**config.mk**
```make
export PLATFORM = sky130hd
export DESIGN_NAME = cspc_core
export DESIGN_NICKNAME = d
export VERILOG_FILES = /design/src/cspc_pkg.sv /design/src/cspc_core.sv
export SDC_FILE = /design/constraint.sdc
export NUM_CORES = 1
export LEC_CHECK = 0
export BUFFER_PORTS_ARGS = -buffer_cell sky130_fd_sc_hd__buf_4
export CAP_MARGIN = 15
export CORE_UTILIZATION = 50
export CTS_CLUSTER_SIZE = 12
export DETAILED_ROUTE_END_ITERATION = 8
export PLACE_DENSITY = 0.69
export SYNTH_ARGS = -nofsm -noshare
export SYNTH_HDL_FRONTEND = slang
export SYNTH_SLANG_ARGS = --single-unit
```
**constraint.sdc**
```tcl
create_clock -name pclk -period 8.23 [get_ports pclk]
set_input_delay 1.646 -clock pclk [delete_from_list [all_inputs] [get_ports pclk]]
set_output_delay 1.646 -clock pclk [all_outputs]
set_load 0.01 [all_outputs]
```
**src/cspc_pkg.sv**
```systemverilog
// Purpose: Constants and types of the stack and pointer core.
// Assumes: 40 MHz pclk, APB register access.
// Notes: Program memory size is the implemented word count.
package cspc_pkg;
    localparam int PC_W = 15;
    localparam int PM_W = 14;
    localparam int STK_DEPTH = 16;
    localparam int SP_W = 5;
    localparam int PTR_W = 16;
    localparam int BANK_W = 5;
    localparam int BANKS = 32;
    localparam int BANK_BYTES = 128;
    localparam int DM_AW = 12;
    localparam int GPR_BYTES = 80;
    localparam int GPR_OFS = 32;
    localparam int INSTR_COUNT = 49;
    localparam int PM_WORDS = 2048;
    localparam int PM_SEL_BIT = 15;
    localparam logic [14:0] RESET_VECTOR = 15'h0000;
    localparam logic [14:0] INT_VECTOR = 15'h0004;
    localparam logic [15:0] LIN_BASE = 16'h2000;
    localparam logic [15:0] LIN_END = LIN_BASE + 16'(GPR_BYTES * BANKS);
    // Register byte offsets.
    localparam logic [7:0] A_CTRL = 8'h00;
    localparam logic [7:0] A_FLAGS = 8'h04;
    localparam logic [7:0] A_MASK = 8'h08;
    localparam logic [7:0] A_PTR0 = 8'h0C;
    localparam logic [7:0] A_PTR1 = 8'h10;
    localparam logic [7:0] A_BANK = 8'h14;
    localparam logic [7:0] A_PC = 8'h18;
    localparam logic [7:0] A_DEPTH = 8'h1C;
    // Field positions and reset values.
    localparam int RSTEN_BIT = 0;
    localparam int OVF_BIT = 0;
    localparam int UNF_BIT = 1;
    localparam int FLAG_W = 2;
    localparam logic RSTEN_RST = 1'b1;
    localparam logic [1:0] MASK_RST = 2'h0;
    typedef enum logic [3:0] {
        OP_HOLD, OP_STEP, OP_GOTO, OP_REL, OP_CALL, OP_RET, OP_INT,
        OP_RETFIE, OP_DIRECT, OP_IND, OP_PTR_LD, OP_BANK
    } cspc_op_t;
endpackage

```
**src/cspc_core.sv**
```systemverilog
// Purpose: Program counter, return stack, pointers and shadows.
// Assumes: Program memory reads combinationally from pm_addr.
// Notes: Instruction decoding lives upstream on the op port.
// Functional notes
// - Return addresses sit in a 16-entry stack of 15-bit words.
// - Overflow or underflow sets its flag and, if enabled, resets.
// - Two 16-bit pointers reach every file register and program memory.
// - A pointer access to program memory takes one extra cycle.
// - Pointers address general RAM linearly across banks.
// - Interrupt entry saves both pointers and bank select in shadows, RETFIE restores them.
// - The program counter is 15 bits wide.
// - Program addresses above the implemented size wrap around.
// - The core has 49 instructions, some acting on the pointers.
// - Direct, indirect and relative addressing are supported.
// - Pointer bit 15 set makes a read return the word's low byte.
// - Pointer writes into program memory have no effect.
// - Data memory is 32 banks of 128 bytes chosen by bank select.
//
// The implementer's own choices: the register addresses and the APB interface to the registers.
`timescale 1ns/1ps
module cspc_core (
    input wire logic pclk,
    input wire logic presetn,
    input wire logic [7:0] paddr,
    input wire logic psel,
    input wire logic penable,
    input wire logic pwrite,
    input wire logic [31:0] pwdata,
    output logic [31:0] prdata,
    output logic pready,
    output logic pslverr,
    input wire logic op_valid,
    input wire cspc_pkg::cspc_op_t op_code,
    input wire logic op_wr,
    input wire logic op_sel,
    input wire logic [15:0] op_arg,
    input wire logic [7:0] op_wdata,
    output logic op_ready,
    output logic [14:0] pm_addr,
    input wire logic [13:0] pm_rdata,
    output logic [11:0] dm_addr,
    output logic dm_re,
    output logic dm_we,
    output logic [7:0] dm_wdata,
    output logic [7:0] rd_data,
    output logic rd_valid,
    output logic soft_reset,
    output logic irq
);
    import cspc_pkg::*;

    // ------------------------------------------------------------
    // Helpers
    // ------------------------------------------------------------
    function automatic logic [14:0] pm_wrap(input logic [14:0] a);
        pm_wrap = a & 15'(PM_WORDS - 1);
    endfunction

    // Returns {hit, address} for a data-space pointer.
    function automatic logic [12:0] dm_map(input logic [15:0] p);
        logic [15:0] off;
        logic [4:0] bk;
        logic [6:0] ix;
        off = p - LIN_BASE;
        bk = 5'(off / 16'(GPR_BYTES));
        ix = 7'(off % 16'(GPR_BYTES));
        if (p < 16'(BANKS * BANK_BYTES)) begin
            dm_map = {1'b1, p[11:0]};
        end else if (p >= LIN_BASE && p < LIN_END) begin
            dm_map = {1'b1, bk, 7'(GPR_OFS) + ix};
        end else begin
            dm_map = 13'h0000;
        end
    endfunction

    typedef enum logic {ST_RUN, ST_FETCH} cspc_state_t;
    cspc_state_t state_r;
    logic [14:0] pc_r, pc_nxt, pm_addr_r, stk_top, stk_mem [STK_DEPTH];
    logic [15:0] ptr_r [2], sh_ptr_r [2], cur_ptr;
    logic [SP_W-1:0] sp_r;
    logic [4:0] bank_r, sh_bank_r;
    logic [1:0] flags_r, mask_r, w1c;
    logic [12:0] dmap;
    logic [11:0] dm_addr_r;
    logic [7:0] dm_wdata_r, rd_data_r;
    logic [31:0] prdata_r;
    logic rsten_r, dm_re_r, dm_we_r, rd_valid_r, fetch_rd_r, soft_reset_r;
    logic take, push, pop, ovf_ev, unf_ev, srst, pm_ind, apb_wr, addr_ok;

    // ------------------------------------------------------------
    // Operation decode
    // ------------------------------------------------------------
    assign op_ready = (state_r == ST_RUN);
    assign take = op_valid && op_ready;
    assign push = take && (op_code == OP_CALL || op_code == OP_INT);
    assign pop = take && (op_code == OP_RET || op_code == OP_RETFIE);
    assign ovf_ev = push && (sp_r == SP_W'(STK_DEPTH));
    assign unf_ev = pop && (sp_r == '0);
    assign srst = (ovf_ev || unf_ev) && rsten_r;
    assign cur_ptr = ptr_r[op_sel];
    assign pm_ind = cur_ptr[PM_SEL_BIT];
    assign dmap = dm_map(cur_ptr);
    assign stk_top = stk_mem[4'(sp_r - 5'd1)];

    // The 49 instructions map onto these operations upstream.
    always_comb begin
        case (op_code)
            OP_GOTO, OP_CALL: pc_nxt = pm_wrap(op_arg[14:0]);
            OP_REL: pc_nxt = pm_wrap(pc_r + 15'h0001 + op_arg[14:0]);
            OP_RET, OP_RETFIE: pc_nxt = unf_ev ? RESET_VECTOR : stk_top;
            OP_INT: pc_nxt = INT_VECTOR;
            OP_HOLD: pc_nxt = pc_r;
            default: pc_nxt = pm_wrap(pc_r + 15'h0001);
        endcase
    end

    // ------------------------------------------------------------
    // Program counter and stack
    // ------------------------------------------------------------
    always_ff @(posedge pclk or negedge presetn) begin
        if (!presetn) begin
            pc_r <= RESET_VECTOR;
        end else if (srst) begin
            pc_r <= RESET_VECTOR;
        end else if (take) begin
            pc_r <= pc_nxt;
        end
    end

    always_ff @(posedge pclk or negedge presetn) begin
        if (!presetn) begin
            sp_r <= '0;
        end else if (srst) begin
            sp_r <= '0;
        end else if (push && !ovf_ev) begin
            sp_r <= sp_r + 5'd1;
        end else if (pop && !unf_ev) begin
            sp_r <= sp_r - 5'd1;
        end
    end

    // Interrupt entry saves the current address, a call the next one.
    always_ff @(posedge pclk) begin
        if (push && !ovf_ev) begin
            stk_mem[sp_r[3:0]] <= (op_code == OP_INT) ? pc_r
                : pm_wrap(pc_r + 15'h0001);
        end
    end

    // ------------------------------------------------------------
    // Pointers, bank select and shadows
    // ------------------------------------------------------------
    always_ff @(posedge pclk or negedge presetn) begin
        if (!presetn) begin
            ptr_r[0] <= 16'h0000;
            ptr_r[1] <= 16'h0000;
            bank_r <= '0;
        end else if (take && op_code == OP_PTR_LD) begin
            ptr_r[op_sel] <= op_arg;
        end else if (take && op_code == OP_BANK) begin
            bank_r <= op_arg[4:0];
        end else if (take && op_code == OP_RETFIE) begin
            ptr_r[0] <= sh_ptr_r[0];
            ptr_r[1] <= sh_ptr_r[1];
            bank_r <= sh_bank_r;
        end else if (apb_wr && paddr == A_PTR0) begin
            ptr_r[0] <= pwdata[15:0];
        end else if (apb_wr && paddr == A_PTR1) begin
            ptr_r[1] <= pwdata[15:0];
        end else if (apb_wr && paddr == A_BANK) begin
            bank_r <= pwdata[4:0];
        end
    end

    always_ff @(posedge pclk or negedge presetn) begin
        if (!presetn) begin
            sh_ptr_r[0] <= 16'h0000;
            sh_ptr_r[1] <= 16'h0000;
            sh_bank_r <= '0;
        end else if (take && op_code == OP_INT) begin
            sh_ptr_r[0] <= ptr_r[0];
            sh_ptr_r[1] <= ptr_r[1];
            sh_bank_r <= bank_r;
        end
    end

    // ------------------------------------------------------------
    // Memory access
    // ------------------------------------------------------------
    always_ff @(posedge pclk or negedge presetn) begin
        if (!presetn) begin
            state_r <= ST_RUN;
            fetch_rd_r <= 1'b0;
        end else begin
            case (state_r)
                ST_RUN: begin
                    if (take && op_code == OP_IND && pm_ind) begin
                        state_r <= ST_FETCH;
                        fetch_rd_r <= !op_wr;
                    end
                end
                ST_FETCH: state_r <= ST_RUN;
                default: state_r <= ST_RUN;
            endcase
        end
    end

    // Mirrors the counter except while a pointer fetch is running.
    always_ff @(posedge pclk or negedge presetn) begin
        if (!presetn) begin
            pm_addr_r <= RESET_VECTOR;
        end else if (srst) begin
            pm_addr_r <= RESET_VECTOR;
        end else if (take && op_code == OP_IND && pm_ind) begin
            pm_addr_r <= pm_wrap(cur_ptr[14:0]);
        end else if (take) begin
            pm_addr_r <= pc_nxt;
        end else begin
            pm_addr_r <= pc_r;
        end
    end

    always_ff @(posedge pclk or negedge presetn) begin
        if (!presetn) begin
            rd_data_r <= 8'h00;
            rd_valid_r <= 1'b0;
        end else begin
            rd_valid_r <= (state_r == ST_FETCH) && fetch_rd_r;
            if (state_r == ST_FETCH && fetch_rd_r) begin
                rd_data_r <= pm_rdata[7:0];
            end
        end
    end

    // Program-space writes never raise a strobe.
    always_ff @(posedge pclk or negedge presetn) begin
        if (!presetn) begin
            dm_addr_r <= '0;
            dm_re_r <= 1'b0;
            dm_we_r <= 1'b0;
            dm_wdata_r <= 8'h00;
        end else begin
            dm_re_r <= 1'b0;
            dm_we_r <= 1'b0;
            if (take && op_code == OP_DIRECT) begin
                dm_addr_r <= {bank_r, op_arg[6:0]};
                dm_re_r <= !op_wr;
                dm_we_r <= op_wr;
                dm_wdata_r <= op_wdata;
            end else if (take && op_code == OP_IND && !pm_ind) begin
                dm_addr_r <= dmap[11:0];
                dm_re_r <= dmap[12] && !op_wr;
                dm_we_r <= dmap[12] && op_wr;
                dm_wdata_r <= op_wdata;
            end
        end
    end

    // ------------------------------------------------------------
    // Flags, interrupt and register bus
    // ------------------------------------------------------------
    assign apb_wr = psel && penable && pwrite;
    assign w1c = (apb_wr && paddr == A_FLAGS) ? pwdata[1:0] : 2'h0;

    // A new event wins over a clear in the same cycle.
    always_ff @(posedge pclk or negedge presetn) begin
        if (!presetn) begin
            flags_r <= '0;
            soft_reset_r <= 1'b0;
        end else begin
            soft_reset_r <= srst;
            flags_r[OVF_BIT] <= (flags_r[OVF_BIT] && !w1c[OVF_BIT])
                || ovf_ev;
            flags_r[UNF_BIT] <= (flags_r[UNF_BIT] && !w1c[UNF_BIT])
                || unf_ev;
        end
    end

    always_ff @(posedge pclk or negedge presetn) begin
        if (!presetn) begin
            mask_r <= MASK_RST;
            rsten_r <= RSTEN_RST;
        end else if (apb_wr && paddr == A_MASK) begin
            mask_r <= pwdata[FLAG_W-1:0];
        end else if (apb_wr && paddr == A_CTRL) begin
            rsten_r <= pwdata[RSTEN_BIT];
        end
    end

    always_comb begin
        addr_ok = 1'b1;
        case (paddr)
            A_CTRL: prdata_r = {31'h0000_0000, rsten_r};
            A_FLAGS: prdata_r = {30'h0000_0000, flags_r};
            A_MASK: prdata_r = {30'h0000_0000, mask_r};
            A_PTR0: prdata_r = {16'h0000, ptr_r[0]};
            A_PTR1: prdata_r = {16'h0000, ptr_r[1]};
            A_BANK: prdata_r = {27'h000_0000, bank_r};
            A_PC: prdata_r = {17'h0_0000, pc_r};
            A_DEPTH: prdata_r = {27'h000_0000, sp_r};
            default: begin
                prdata_r = 32'h0000_0000;
                addr_ok = 1'b0;
            end
        endcase
    end

    // Read data is captured in the setup cycle, so no wait states.
    always_ff @(posedge pclk or negedge presetn) begin
        if (!presetn) begin
            prdata <= 32'h0000_0000;
        end else if (psel && !penable) begin
            prdata <= prdata_r;
        end
    end

    assign pready = 1'b1;
    assign pslverr = psel && penable && !addr_ok;
    assign irq = |(flags_r & mask_r);
    assign pm_addr = pm_addr_r;
    assign dm_addr = dm_addr_r;
    assign dm_re = dm_re_r;
    assign dm_we = dm_we_r;
    assign dm_wdata = dm_wdata_r;
    assign rd_data = rd_data_r;
    assign rd_valid = rd_valid_r;
    assign soft_reset = soft_reset_r;
endmodule // cspc_core

```
Word-level counts from Yosys, hierarchy flattened
Memory sizes are Yosys's and may differ from the RTL's.
Index checks and enable logic that the tools add are counted.
- add/sub/neg operators: 6
- reduce and logical (&&, ||, !) cells: 63
- eq/ne operators: 22
- div/mod/pow operators: 2
- multiplexer cells: 44
- order comparisons: 5
- bitwise logic cells: 5
- operator list (kind ; number):
    $pmux W16 S8 ; 1
    $mux W16 ; 7
    $mux W32 ; 3
    $mux W15 ; 6
    $pmux W15 S5 ; 1
    $mux W5 ; 8
    $logic_and A1 B1 Y1 ; 33
    $bwmux W32 ; 1
    $eq A8 B5 Y1 const B ; 4
    $mux W13 ; 2
    $mux W12 ; 2
    $demux W16 S1 ; 1
    $div A16 B7 Y16 const B ; 1
    $eq A4 B3 Y1 const B ; 4
    $eq A4 B4 Y1 const B ; 4
    $eq A8 B4 Y1 const B ; 2
    $ge A16 B14 Y1 const B ; 1
    $lt A16 B13 Y1 const B ; 1
    $lt A16 B14 Y1 const B ; 1
    $mod A16 B7 Y16 const B ; 1
    $mux W8 ; 2
    $sub A16 B14 Y16 const B ; 1
    $reduce_bool A3 Y1 ; 4
    $add A11 B1 Y11 const B ; 1
    28 further kinds ; 55
- memories kept: 1
- bits in registers: 180
- RAM bits: 240
- output and inout bits: 83
- word-level logic and storage cells: 170
- memories (name ; words ; bits a word ; read ports ; clocked after Yosys merged registers in ; wr ports ; line ; RTL):
    stk_mem ; 16 ; 15 ; 1 ; 0 ; 1 ; cspc_core.sv:78 ; logic [14:0] pc_r, pc_nxt, pm_addr_r, stk_top, stk_mem [STK_DEPTH];

Depth between registers and ports, before layout
Gate-level depths: netlist (run 1).
- depth after elaboration: 12
- gate-level depth with buffers: 29
- mapped depth without buffers: 21

Worst setup path before layout (run 1)
Ideal clock, no wire load.
- kind: input-to-reg
- start point: input op_sel
- end point: register dm_addr_r[4], in the netlist dm_addr[4]
- setup time: 131 ps
- arrival time: 7541 ps
- path slack: 558 ps
- buffers on the path: 5
- stages: 25
- cells stage by stage: buf_6 > buf_2 > buf_4 > buf_1 > mux2i_1 > ha_1 > xor2_1 > a32o_1 > xnor2_1 > a21oi_1 > or4_4 > nand3_1 > nor3_1 > a2111oi_2 > o211ai_1 > or2_0 > buf_2 > or4_4 > o211a_2 > a221o_1 > and2_4 > nor4_4 > o211a_1 > nor4b_1 > or3_1
- cells in the longest elaborated chain, start to end: 11
- ends and longest elaborated chain (element ; line ; RTL):
    start: declaration ; cspc_core.sv:35 ; input wire logic op_sel,
    $not A1 Y2 (not written as such) (*) ; cspc_core.sv:100 ; assign cur_ptr = ptr_r[op_sel];
    $mux W16 (not written as such) (*) (3 in series) ; cspc_core.sv:100 ;
    $sub A16 B14 Y16 ; cspc_core.sv:64 ; off = p - LIN_BASE;
    $mod A16 B7 Y16 ; cspc_core.sv:66 ; ix = 7'(off % 16'(GPR_BYTES));
    $add A6 B7 Y7 ; cspc_core.sv:70 ; dm_map = {1'b1, bk, 7'(GPR_OFS) + ix};
    $mux W13 ; cspc_core.sv:69 ; end else if (p >= LIN_BASE && p < LIN_END) begin
    $mux W13 ; cspc_core.sv:67 ; if (p < 16'(BANKS * BANK_BYTES)) begin
    $mux W12 ; cspc_core.sv:250 ; end else if (take && op_code == OP_IND && !pm_ind) begin
    $mux W12 ; cspc_core.sv:245 ; if (take && op_code == OP_DIRECT) begin
    end signal: assignment ; cspc_core.sv:246 ; dm_addr_r <= {bank_r, op_arg[6:0]};
    end signal: assignment ; cspc_core.sv:251 ; dm_addr_r <= dmap[11:0];
    end: declaration ; cspc_core.sv:84 ; logic [11:0] dm_addr_r;
Mark *: on every way between the ends. The rest lies on a longest branch, timed or not. The select of a mux whose other input is x is not followed.
A chain may end at the register's enable or synchronous reset.

Worst setup path in the final report (run 1)
Same ends and word-level chain as after synthesis.

==> reports/qor.log, run 1 <==
qor: routing.ant_nets 0
qor: worst_setup_path.crit_path_cell_trace buf_4 > mux2_2 > inv_1 > ha_1 > xor2_1 > a32o_1 > xnor2_1 > a21oi_1 > or4_4 > nand3_1 > nor3_1 > a2111oi_2 > o211ai_1 > or2_0 > buf_4 > o21a_1 > o211a_2 > a31o_1 > o211ai_4 > o2111ai_1 > o211ai_1 > a211oi_1 > or3_1
qor: grt.grt_start_max_net_pins 99
qor: routing.first_pass_iters 6
qor: synth.synth_enable_flop_cells 240
qor: sta.final-hold-violation-count 0
qor: sta.timing.fmax 0.1379 GHz
qor: clock_tree.worst_setup_hold_path_clk_slew 0.07 ns
qor: worst_hold_path.min_delay_worst_endpoint sh_ptr_r[11]
qor: layout.final.fill_count 3280
qor: clock_tree.postCtsSetupRepairBufs 0
qor: worst_hold_path.min_path_type flop to flop
qor: status.status finished clean
qor: layout.sequential_cell_area 11320 um^2
qor: sta.minimum_clock_period_after_layout 7.254 ns
qor: worst_setup_path.worst_r2r_startpoint ptr_r[13]
qor: synth.post_synth_main_area_contributors sky130_fd_sc_hd__edfxtp_1, sky130_fd_sc_hd__dfrtp_1, sky130_fd_sc_hd__mux4_2, sky130_fd_sc_hd__mux2_2, sky130_fd_sc_hd__a21oi_1
qor: synth.ff_latch_count_synth 404
qor: placed_design.place.detailed.hpwl 38000 um
qor: placed_design.global_placement_routability_congestion 0.8916
qor: die.dieHeight 204.9 um
qor: placed_design.dpl_cell_area 22090 um^2
qor: layout.final_util 58.33%
qor: worst_setup_path.worst-setup-path-type primary input to flop
qor: routing.detailroute.via_count 15260
qor: routing.route.final.wire_length 57500 um
qor: placed_design.dp_cells 2318
qor: die.initial_utilization 51.24%
qor: layout.area_added_between_synthesis_and_finish 13.83%
qor: grt.grt_pass1_vias 14530
qor: worst_hold_path.min-delay-start sh_ptr_r[11]
qor: die.boundaryPins 173
qor: synth.ys_async_sr_fraction 40.59%
qor: die.row_count 73
qor: worst_setup_path.cp_max_delay_cell sky130_fd_sc_hd__or4_4
qor: grt.antenna_violations_before_repair 0
qor: clock_tree.cts-buffers-inserted 43
qor: worst_setup_path.critical-path-max-stage-delay 0.61 ns
qor: clock_tree.clock_insertion_delay_worst_skew 0.57 ns
qor: sta.max_slew.worst_pin.slew 1.098 ns
qor: worst_setup_path.worstPathRequired 8.66 ns
qor: synth.postSynthAreaPerCell 11.82 um^2
qor: synth.seq_area_frac_synth 54.93%
qor: synth.post-synth-top-area-cell sky130_fd_sc_hd__edfxtp_1
qor: routing.first_iter_violations 1392
qor: die.die_width 204.9 um
qor: layout.stdcell_count 2398
qor: die.core-area 40190 um^2
qor: clock_tree.cts_hold_buf 0
qor: run.timing.max_cap.violations 0
qor: clock_tree.tritoncts_clock_tree built
qor: routing.via_per_inst 6.364
qor: power_and_ir_drop.ir_worst_vdd 0.2493 mV
qor: worst_setup_path.regToRegEndpoint dm_addr[4]
qor: worst_setup_path.timing.critical_path.arrival 7.68 ns
qor: synth.synthFlopType sky130_fd_sc_hd__edfxtp_1
qor: clock_tree.htree_num_levels 2
qor: clock_tree.clock_sink_count 404
qor: clock_tree.clock-root-buffer sky130_fd_sc_hd__clkbuf_16
qor: routing.wl_per_cell 23.98 um
qor: layout.stdcell_area 23440 um^2
qor: worst_setup_path.critical_path.endpoint_type flop
qor: grt.grt_util_all_layers 27.37%
qor: power_and_ir_drop.p_per_area 368.4 nW/um^2
qor: synth.synthCells 1742
qor: worst_setup_path.crit_path_start_kind primary input
qor: layout.layout.nets 1953
qor: synth.yosysTopAreaCellShare 35.00%
qor: worst_setup_path.worst-r2r-cell-count 22
qor: layout.n_antenna_cell 0
qor: sta.total_setup_violations_reported_at_the_end_of_the_flow 0
qor: sta.maxSlewViolCount 0
qor: sta.post-route-period-util 88.14%
qor: power_and_ir_drop.leakage_power 8.956 nW
qor: worst_setup_path.rrSetupSlack 1.89 ns
qor: sta.setup_tns 0 ns
qor: grt.global_route_wire_length_before_repair 87060 um
qor: layout.multi_input_area 8700 um^2
qor: synth.post_synth_num_cell_types 94
qor: placed_design.place.port_buffers 133
qor: synth.yosysWarningCount 0
qor: layout.drive_above_1_share 21.84%
qor: grt.global_route.overflow_total 0
qor: clock_tree.post_cts_resized 0
qor: synth.synth_most_common_cell sky130_fd_sc_hd__edfxtp_1
qor: worst_hold_path.min_delay_path_depth 2
qor: routing.detail_route.drc_violations 0
qor: clock_tree.cts-root-to-sink-buffers 3
qor: worst_setup_path.critical_path.max_fanout 19
qor: sta.fin_worst_skew 0.01803 ns
qor: sta.grt_setup_unrepaired no
qor: sta.worst_slew_margin_rel 26.80%
qor: synth.mappedNetlistArea 20590 um^2
qor: die.fp.dieArea 42000 um^2
qor: synth.synthTopCellsByCount sky130_fd_sc_hd__edfxtp_1, sky130_fd_sc_hd__dfrtp_1, sky130_fd_sc_hd__nand2_1
## stage by stage
step | hold slack (ns) | setup WS (ns) | total power [mW]
6_report | 0.4892 | 0.9761 | 8.636
5_1_grt | 0.5198 | 0.5075 | 9.098
4_1_cts | 0.4934 | 1.066 | 8.598
3_5_place_dp | 0.4776 | 0.4976 | 6.742
3_3_place_gp | 0.4688 | 0.5447 | 6.683
2_1_floorplan | 0.4502 | 0.5581 | 5.588
## registers in the layout, summed over array words and instances (netlist names), 5 cells and up
name / cells
prdata: 16
dm_wdata: 8
sh_ptr_r: 32
pc_r: 15
rd_data: 8
dm_addr: 12
bank_r: 5
sp_r: 5
pm_addr: 15
ptr_r: 32
sh_bank_r: 5
stk_mem: 240
## cells by family (layout without fill, tap and decap cells)
family,after synthesis,after routing,share of synthesized area [%]
AO/OA/AOI/OAI,437,437,14.14
XOR/XNOR,46,46,1.993
adder cells (fa/ha/maj),20,20,1.239
buffers and inverters,164,280,3.457
flip-flops,404,404,54.93
multiplexers,174,174,12.64
other,2,17,0.03647
AND/OR/NAND/NOR,495,495,11.56
## area by class of cell
class | instances | share of cell area, %
clock inverters | 9 | 0.3843
multi-input cells | 1189 | 37.11
clock buffers | 65 | 5.204
well taps | 525 | 2.802
flip-flops and latches | 404 | 48.27
inverters | 24 | 0.3843
repair buffers | 182 | 5.844
## layout by cell type (no fill, tap or decap), drive strengths merged, types with 9 or more instances in the layout
cell type  instances
dfrtp            163
conb              17
nor4              11
o211ai             9
nand2            142
and2              33
a32o              10
o22ai             14
o21ai             95
buf              182
xor2              19
edfxtp           240
mux4              61
mux2i             45
nand3             40
a211oi            21
a221oi            14
nor2             142
a31oi             49
nor2b             26
a222oi            13
a21oi            115
mux2              68
and3              17
ha                18
nor3              38
xnor2             27
inv               27
clkbuf            65
## where the power goes
part	switching, mW	internal (mW)
Clock	0.787	1.06
Combinational	2.42	1.67
Sequential	0.279	2.42
Total	3.48	5.15
## critical path, delay by kind of cell
| family | cells | cell delay, ns |
|---|---|---|
| AO/OA/AOI/OAI | 11 | 2.81 |
| AND/OR/NAND/NOR | 5 | 1.58 |
| buffers and inverters | 3 | 0.52 |
| multiplexers | 1 | 0.43 |
| XOR/XNOR | 2 | 0.40 |
| adder cells (fa/ha/maj) | 1 | 0.30 |
## worst max-delay path by stage
stage	from	to	slack, ns	cells after the start
after global placement	op_sel	dm_addr[4]	0.54	21
after floorplan	op_sel	dm_addr[4]	0.56	25
final	op_sel	dm_addr[4]	0.98	23
after CTS	op_sel	dm_addr[4]	1.07	22
after global routing	op_sel	dm_addr[4]	0.51	22
after detailed placement	op_sel	dm_addr[4]	0.50	21
## metal layers
layer | track usage [%] | wire length [um] | up-vias
met5 | 0 | 0 | -
met4 | 6.799 | 1034 | 0
met3 | 4.152 | 4180 | 79
met2 | 45.09 | 28170 | 676
met1 | 38.05 | 24110 | 7694
li1 | - | - | 6812
No activity file was read; power rests on OpenSTA's default activity.
==> run 2, diff against run 1 <==
Settings changed: BUFFER_PORTS_ARGS -buffer_cell sky130_fd_sc_hd__buf_4 to not set, CORE_ASPECT_RATIO set to 1.4, DONT_BUFFER_PORTS set to 1, PLACE_DENSITY 0.69 to not set.
==> reports/qor.log, run 2 (synthesis results as in run 1) <==
qor: placed_design.place.detailed.hpwl 38060 um
qor: routing.first_iter_violations 1653
qor: clock_tree.cts-buffers-inserted 42
qor: routing.wl_per_cell 25.32 um
qor: layout.n_antenna_cell 0
qor: routing.via_per_inst 6.352
qor: run.timing.max_cap.violations 0
qor: sta.post-route-period-util 86.97%
qor: clock_tree.post_cts_resized 0
qor: routing.detailroute.via_count 14430
qor: grt.global_route.overflow_total 0
qor: layout.largest_register_ffs 240
qor: grt.global_route_wire_length_before_repair 88200 um
qor: routing.first_pass_iters 6
qor: clock_tree.worst_setup_hold_path_clk_slew 0.06 ns
qor: worst_hold_path.min_path_type flop to flop
qor: clock_tree.cts-root-to-sink-buffers 3
qor: sta.timing.fmax 0.1397 GHz
qor: clock_tree.clock_insertion_delay_worst_skew 0.56 ns
qor: clock_tree.clock_sink_count 404
qor: sta.total_setup_violations_reported_at_the_end_of_the_flow 0
qor: worst_setup_path.critical_path.max_fanout 52
qor: clock_tree.cts_hold_buf 0
qor: worst_setup_path.timing.critical_path.arrival 7.60 ns
qor: clock_tree.tritoncts_clock_tree built
qor: layout.layout.nets 1815
qor: die.fp.dieArea 42010 um^2
qor: clock_tree.postCtsSetupRepairBufs 0
qor: placed_design.dp_cells 2191
qor: grt.grt_start_max_net_pins 165
qor: routing.ant_nets 0
qor: layout.area_added_between_synthesis_and_finish 8.901%
qor: clock_tree.clock-root-buffer sky130_fd_sc_hd__clkbuf_16
qor: grt.antenna_violations_before_repair 0
qor: placed_design.place.port_buffers 0
qor: layout.final_cell_mix sky130_fd_sc_hd__edfxtp_1, sky130_fd_sc_hd__dfrtp_1, sky130_fd_sc_hd__nand2_1, sky130_fd_sc_hd__nor2_1, sky130_fd_sc_hd__a21oi_1
qor: die.core-area 40490 um^2
qor: power_and_ir_drop.ir_worst_vdd 0.2426 mV
qor: worst_setup_path.critical_path.endpoint_type flop
qor: sta.grt_setup_unrepaired no
qor: power_and_ir_drop.total_power 8.467 mW
qor: sta.final-hold-violation-count 0
qor: die.die_width 173.5 um
qor: placed_design.global_placement_routability_congestion 0.9014
qor: sta.worst_slew_margin_rel 22.55%
qor: sta.fin_worst_skew 0.01988 ns
qor: layout.layout_commonest_cell sky130_fd_sc_hd__edfxtp_1
qor: status.status finished clean
qor: routing.route.final.wire_length 57500 um
qor: clock_tree.htree_num_levels 2
qor: layout.drive_above_1_share 15.77%
qor: worst_setup_path.crit_path_start_kind primary input
qor: routing.detail_route.drc_violations 0
qor: worst_setup_path.rrSetupSlack 1.65 ns
qor: sta.max_slew.worst_pin.slew 1.152 ns
qor: sta.maxSlewViolCount 0
qor: sta.setup_tns 0 ns
qor: power_and_ir_drop.leakage_power 8.274 nW
qor: grt.grt_util_all_layers 27.59%
qor: layout.stdcell_count 2271
qor: worst_setup_path.worstPathRequired 8.67 ns
qor: sta.minimum_clock_period_after_layout 7.158 ns
qor: power_and_ir_drop.p_per_area 377.5 nW/um^2
qor: die.dieHeight 242.1 um
qor: grt.grt_pass1_vias 14150
qor: die.row_count 87
qor: die.boundaryPins 173
qor: layout.final.fill_count 3374
qor: worst_setup_path.worst-setup-path-type primary input to flop
qor: die.initial_utilization 50.86%
==> run 2: worst max-delay path, stage by stage <==
cell and delay [ns]:
sky130_fd_sc_hd__mux2_2 0.27, sky130_fd_sc_hd__inv_1 0.08, sky130_fd_sc_hd__ha_1 0.47, sky130_fd_sc_hd__nor2b_1 0.59
sky130_fd_sc_hd__nor3_1 0.18, sky130_fd_sc_hd__a311oi_2 0.38, sky130_fd_sc_hd__nand3b_1 0.24, sky130_fd_sc_hd__o21a_1 0.46
sky130_fd_sc_hd__nor3_1 0.14, sky130_fd_sc_hd__a2111oi_2 0.34, sky130_fd_sc_hd__o211ai_1 0.24, sky130_fd_sc_hd__or2_0 0.30
sky130_fd_sc_hd__or4_4 0.57, sky130_fd_sc_hd__o211a_2 0.21, sky130_fd_sc_hd__a2111oi_0 0.45, sky130_fd_sc_hd__a311oi_1 0.14
sky130_fd_sc_hd__nor4_4 0.21, sky130_fd_sc_hd__o211a_1 0.26, sky130_fd_sc_hd__nor4b_1 0.07, sky130_fd_sc_hd__or3_1 0.31
==> run 2: metal layers <==
| metal | global-route usage (%) | wire [um] |
|---|---|---|
| met5 | 0 | 0 |
| met4 | 9.474 | 1931 |
| met3 | 3.202 | 2979 |
| met2 | 48.63 | 29700 |
| met1 | 35.09 | 22890 |
==> run 2: area by class of cell <==
type	count	area (um^2)	share of cell area, %
multi-input cells	1189	8707	38.83
flip-flops and latches	404	11320	50.46
well taps	534	668.1	2.979
inverters	24	90.09	0.4017
clock buffers	66	1191	5.311
repair buffers	45	337.8	1.506
clock inverters	9	116.4	0.5189
==> run 2: final timing paths <==
path	from	end	cells after the start
max in group asynchronous	presetn	rd_data[7]	0
min reg2reg	fetch_rd_r	fetch_rd_r	2
min in group asynchronous	presetn	sh_ptr_r[31]	0
max reg2reg	ptr_r[29]	dm_addr[4]	20
min	fetch_rd_r	fetch_rd_r	2
max	op_sel	dm_addr[4]	20
==> run 2: metrics by stage <==
stage	utilization, %	setup slack [ns]	instance area [um^2]	hold slack (ns)
3_5_place_dp	52.06	0.5886	21080	0.4784
3_3_place_gp	52.06	0.5420	21080	0.4643
4_1_cts	55.29	1.148	22390	0.4912
6_report	55.38	1.072	22430	0.4848
5_1_grt	55.38	0.5250	22430	0.5128
2_1_floorplan	-	0.5581	20650	0.4502
==> run 2: power breakdown <==
part	switching [mW]	total, mW	internal, mW
clock network	0.782	1.84	1.06
logic	2.31	3.89	1.58
registers	0.311	2.73	2.42
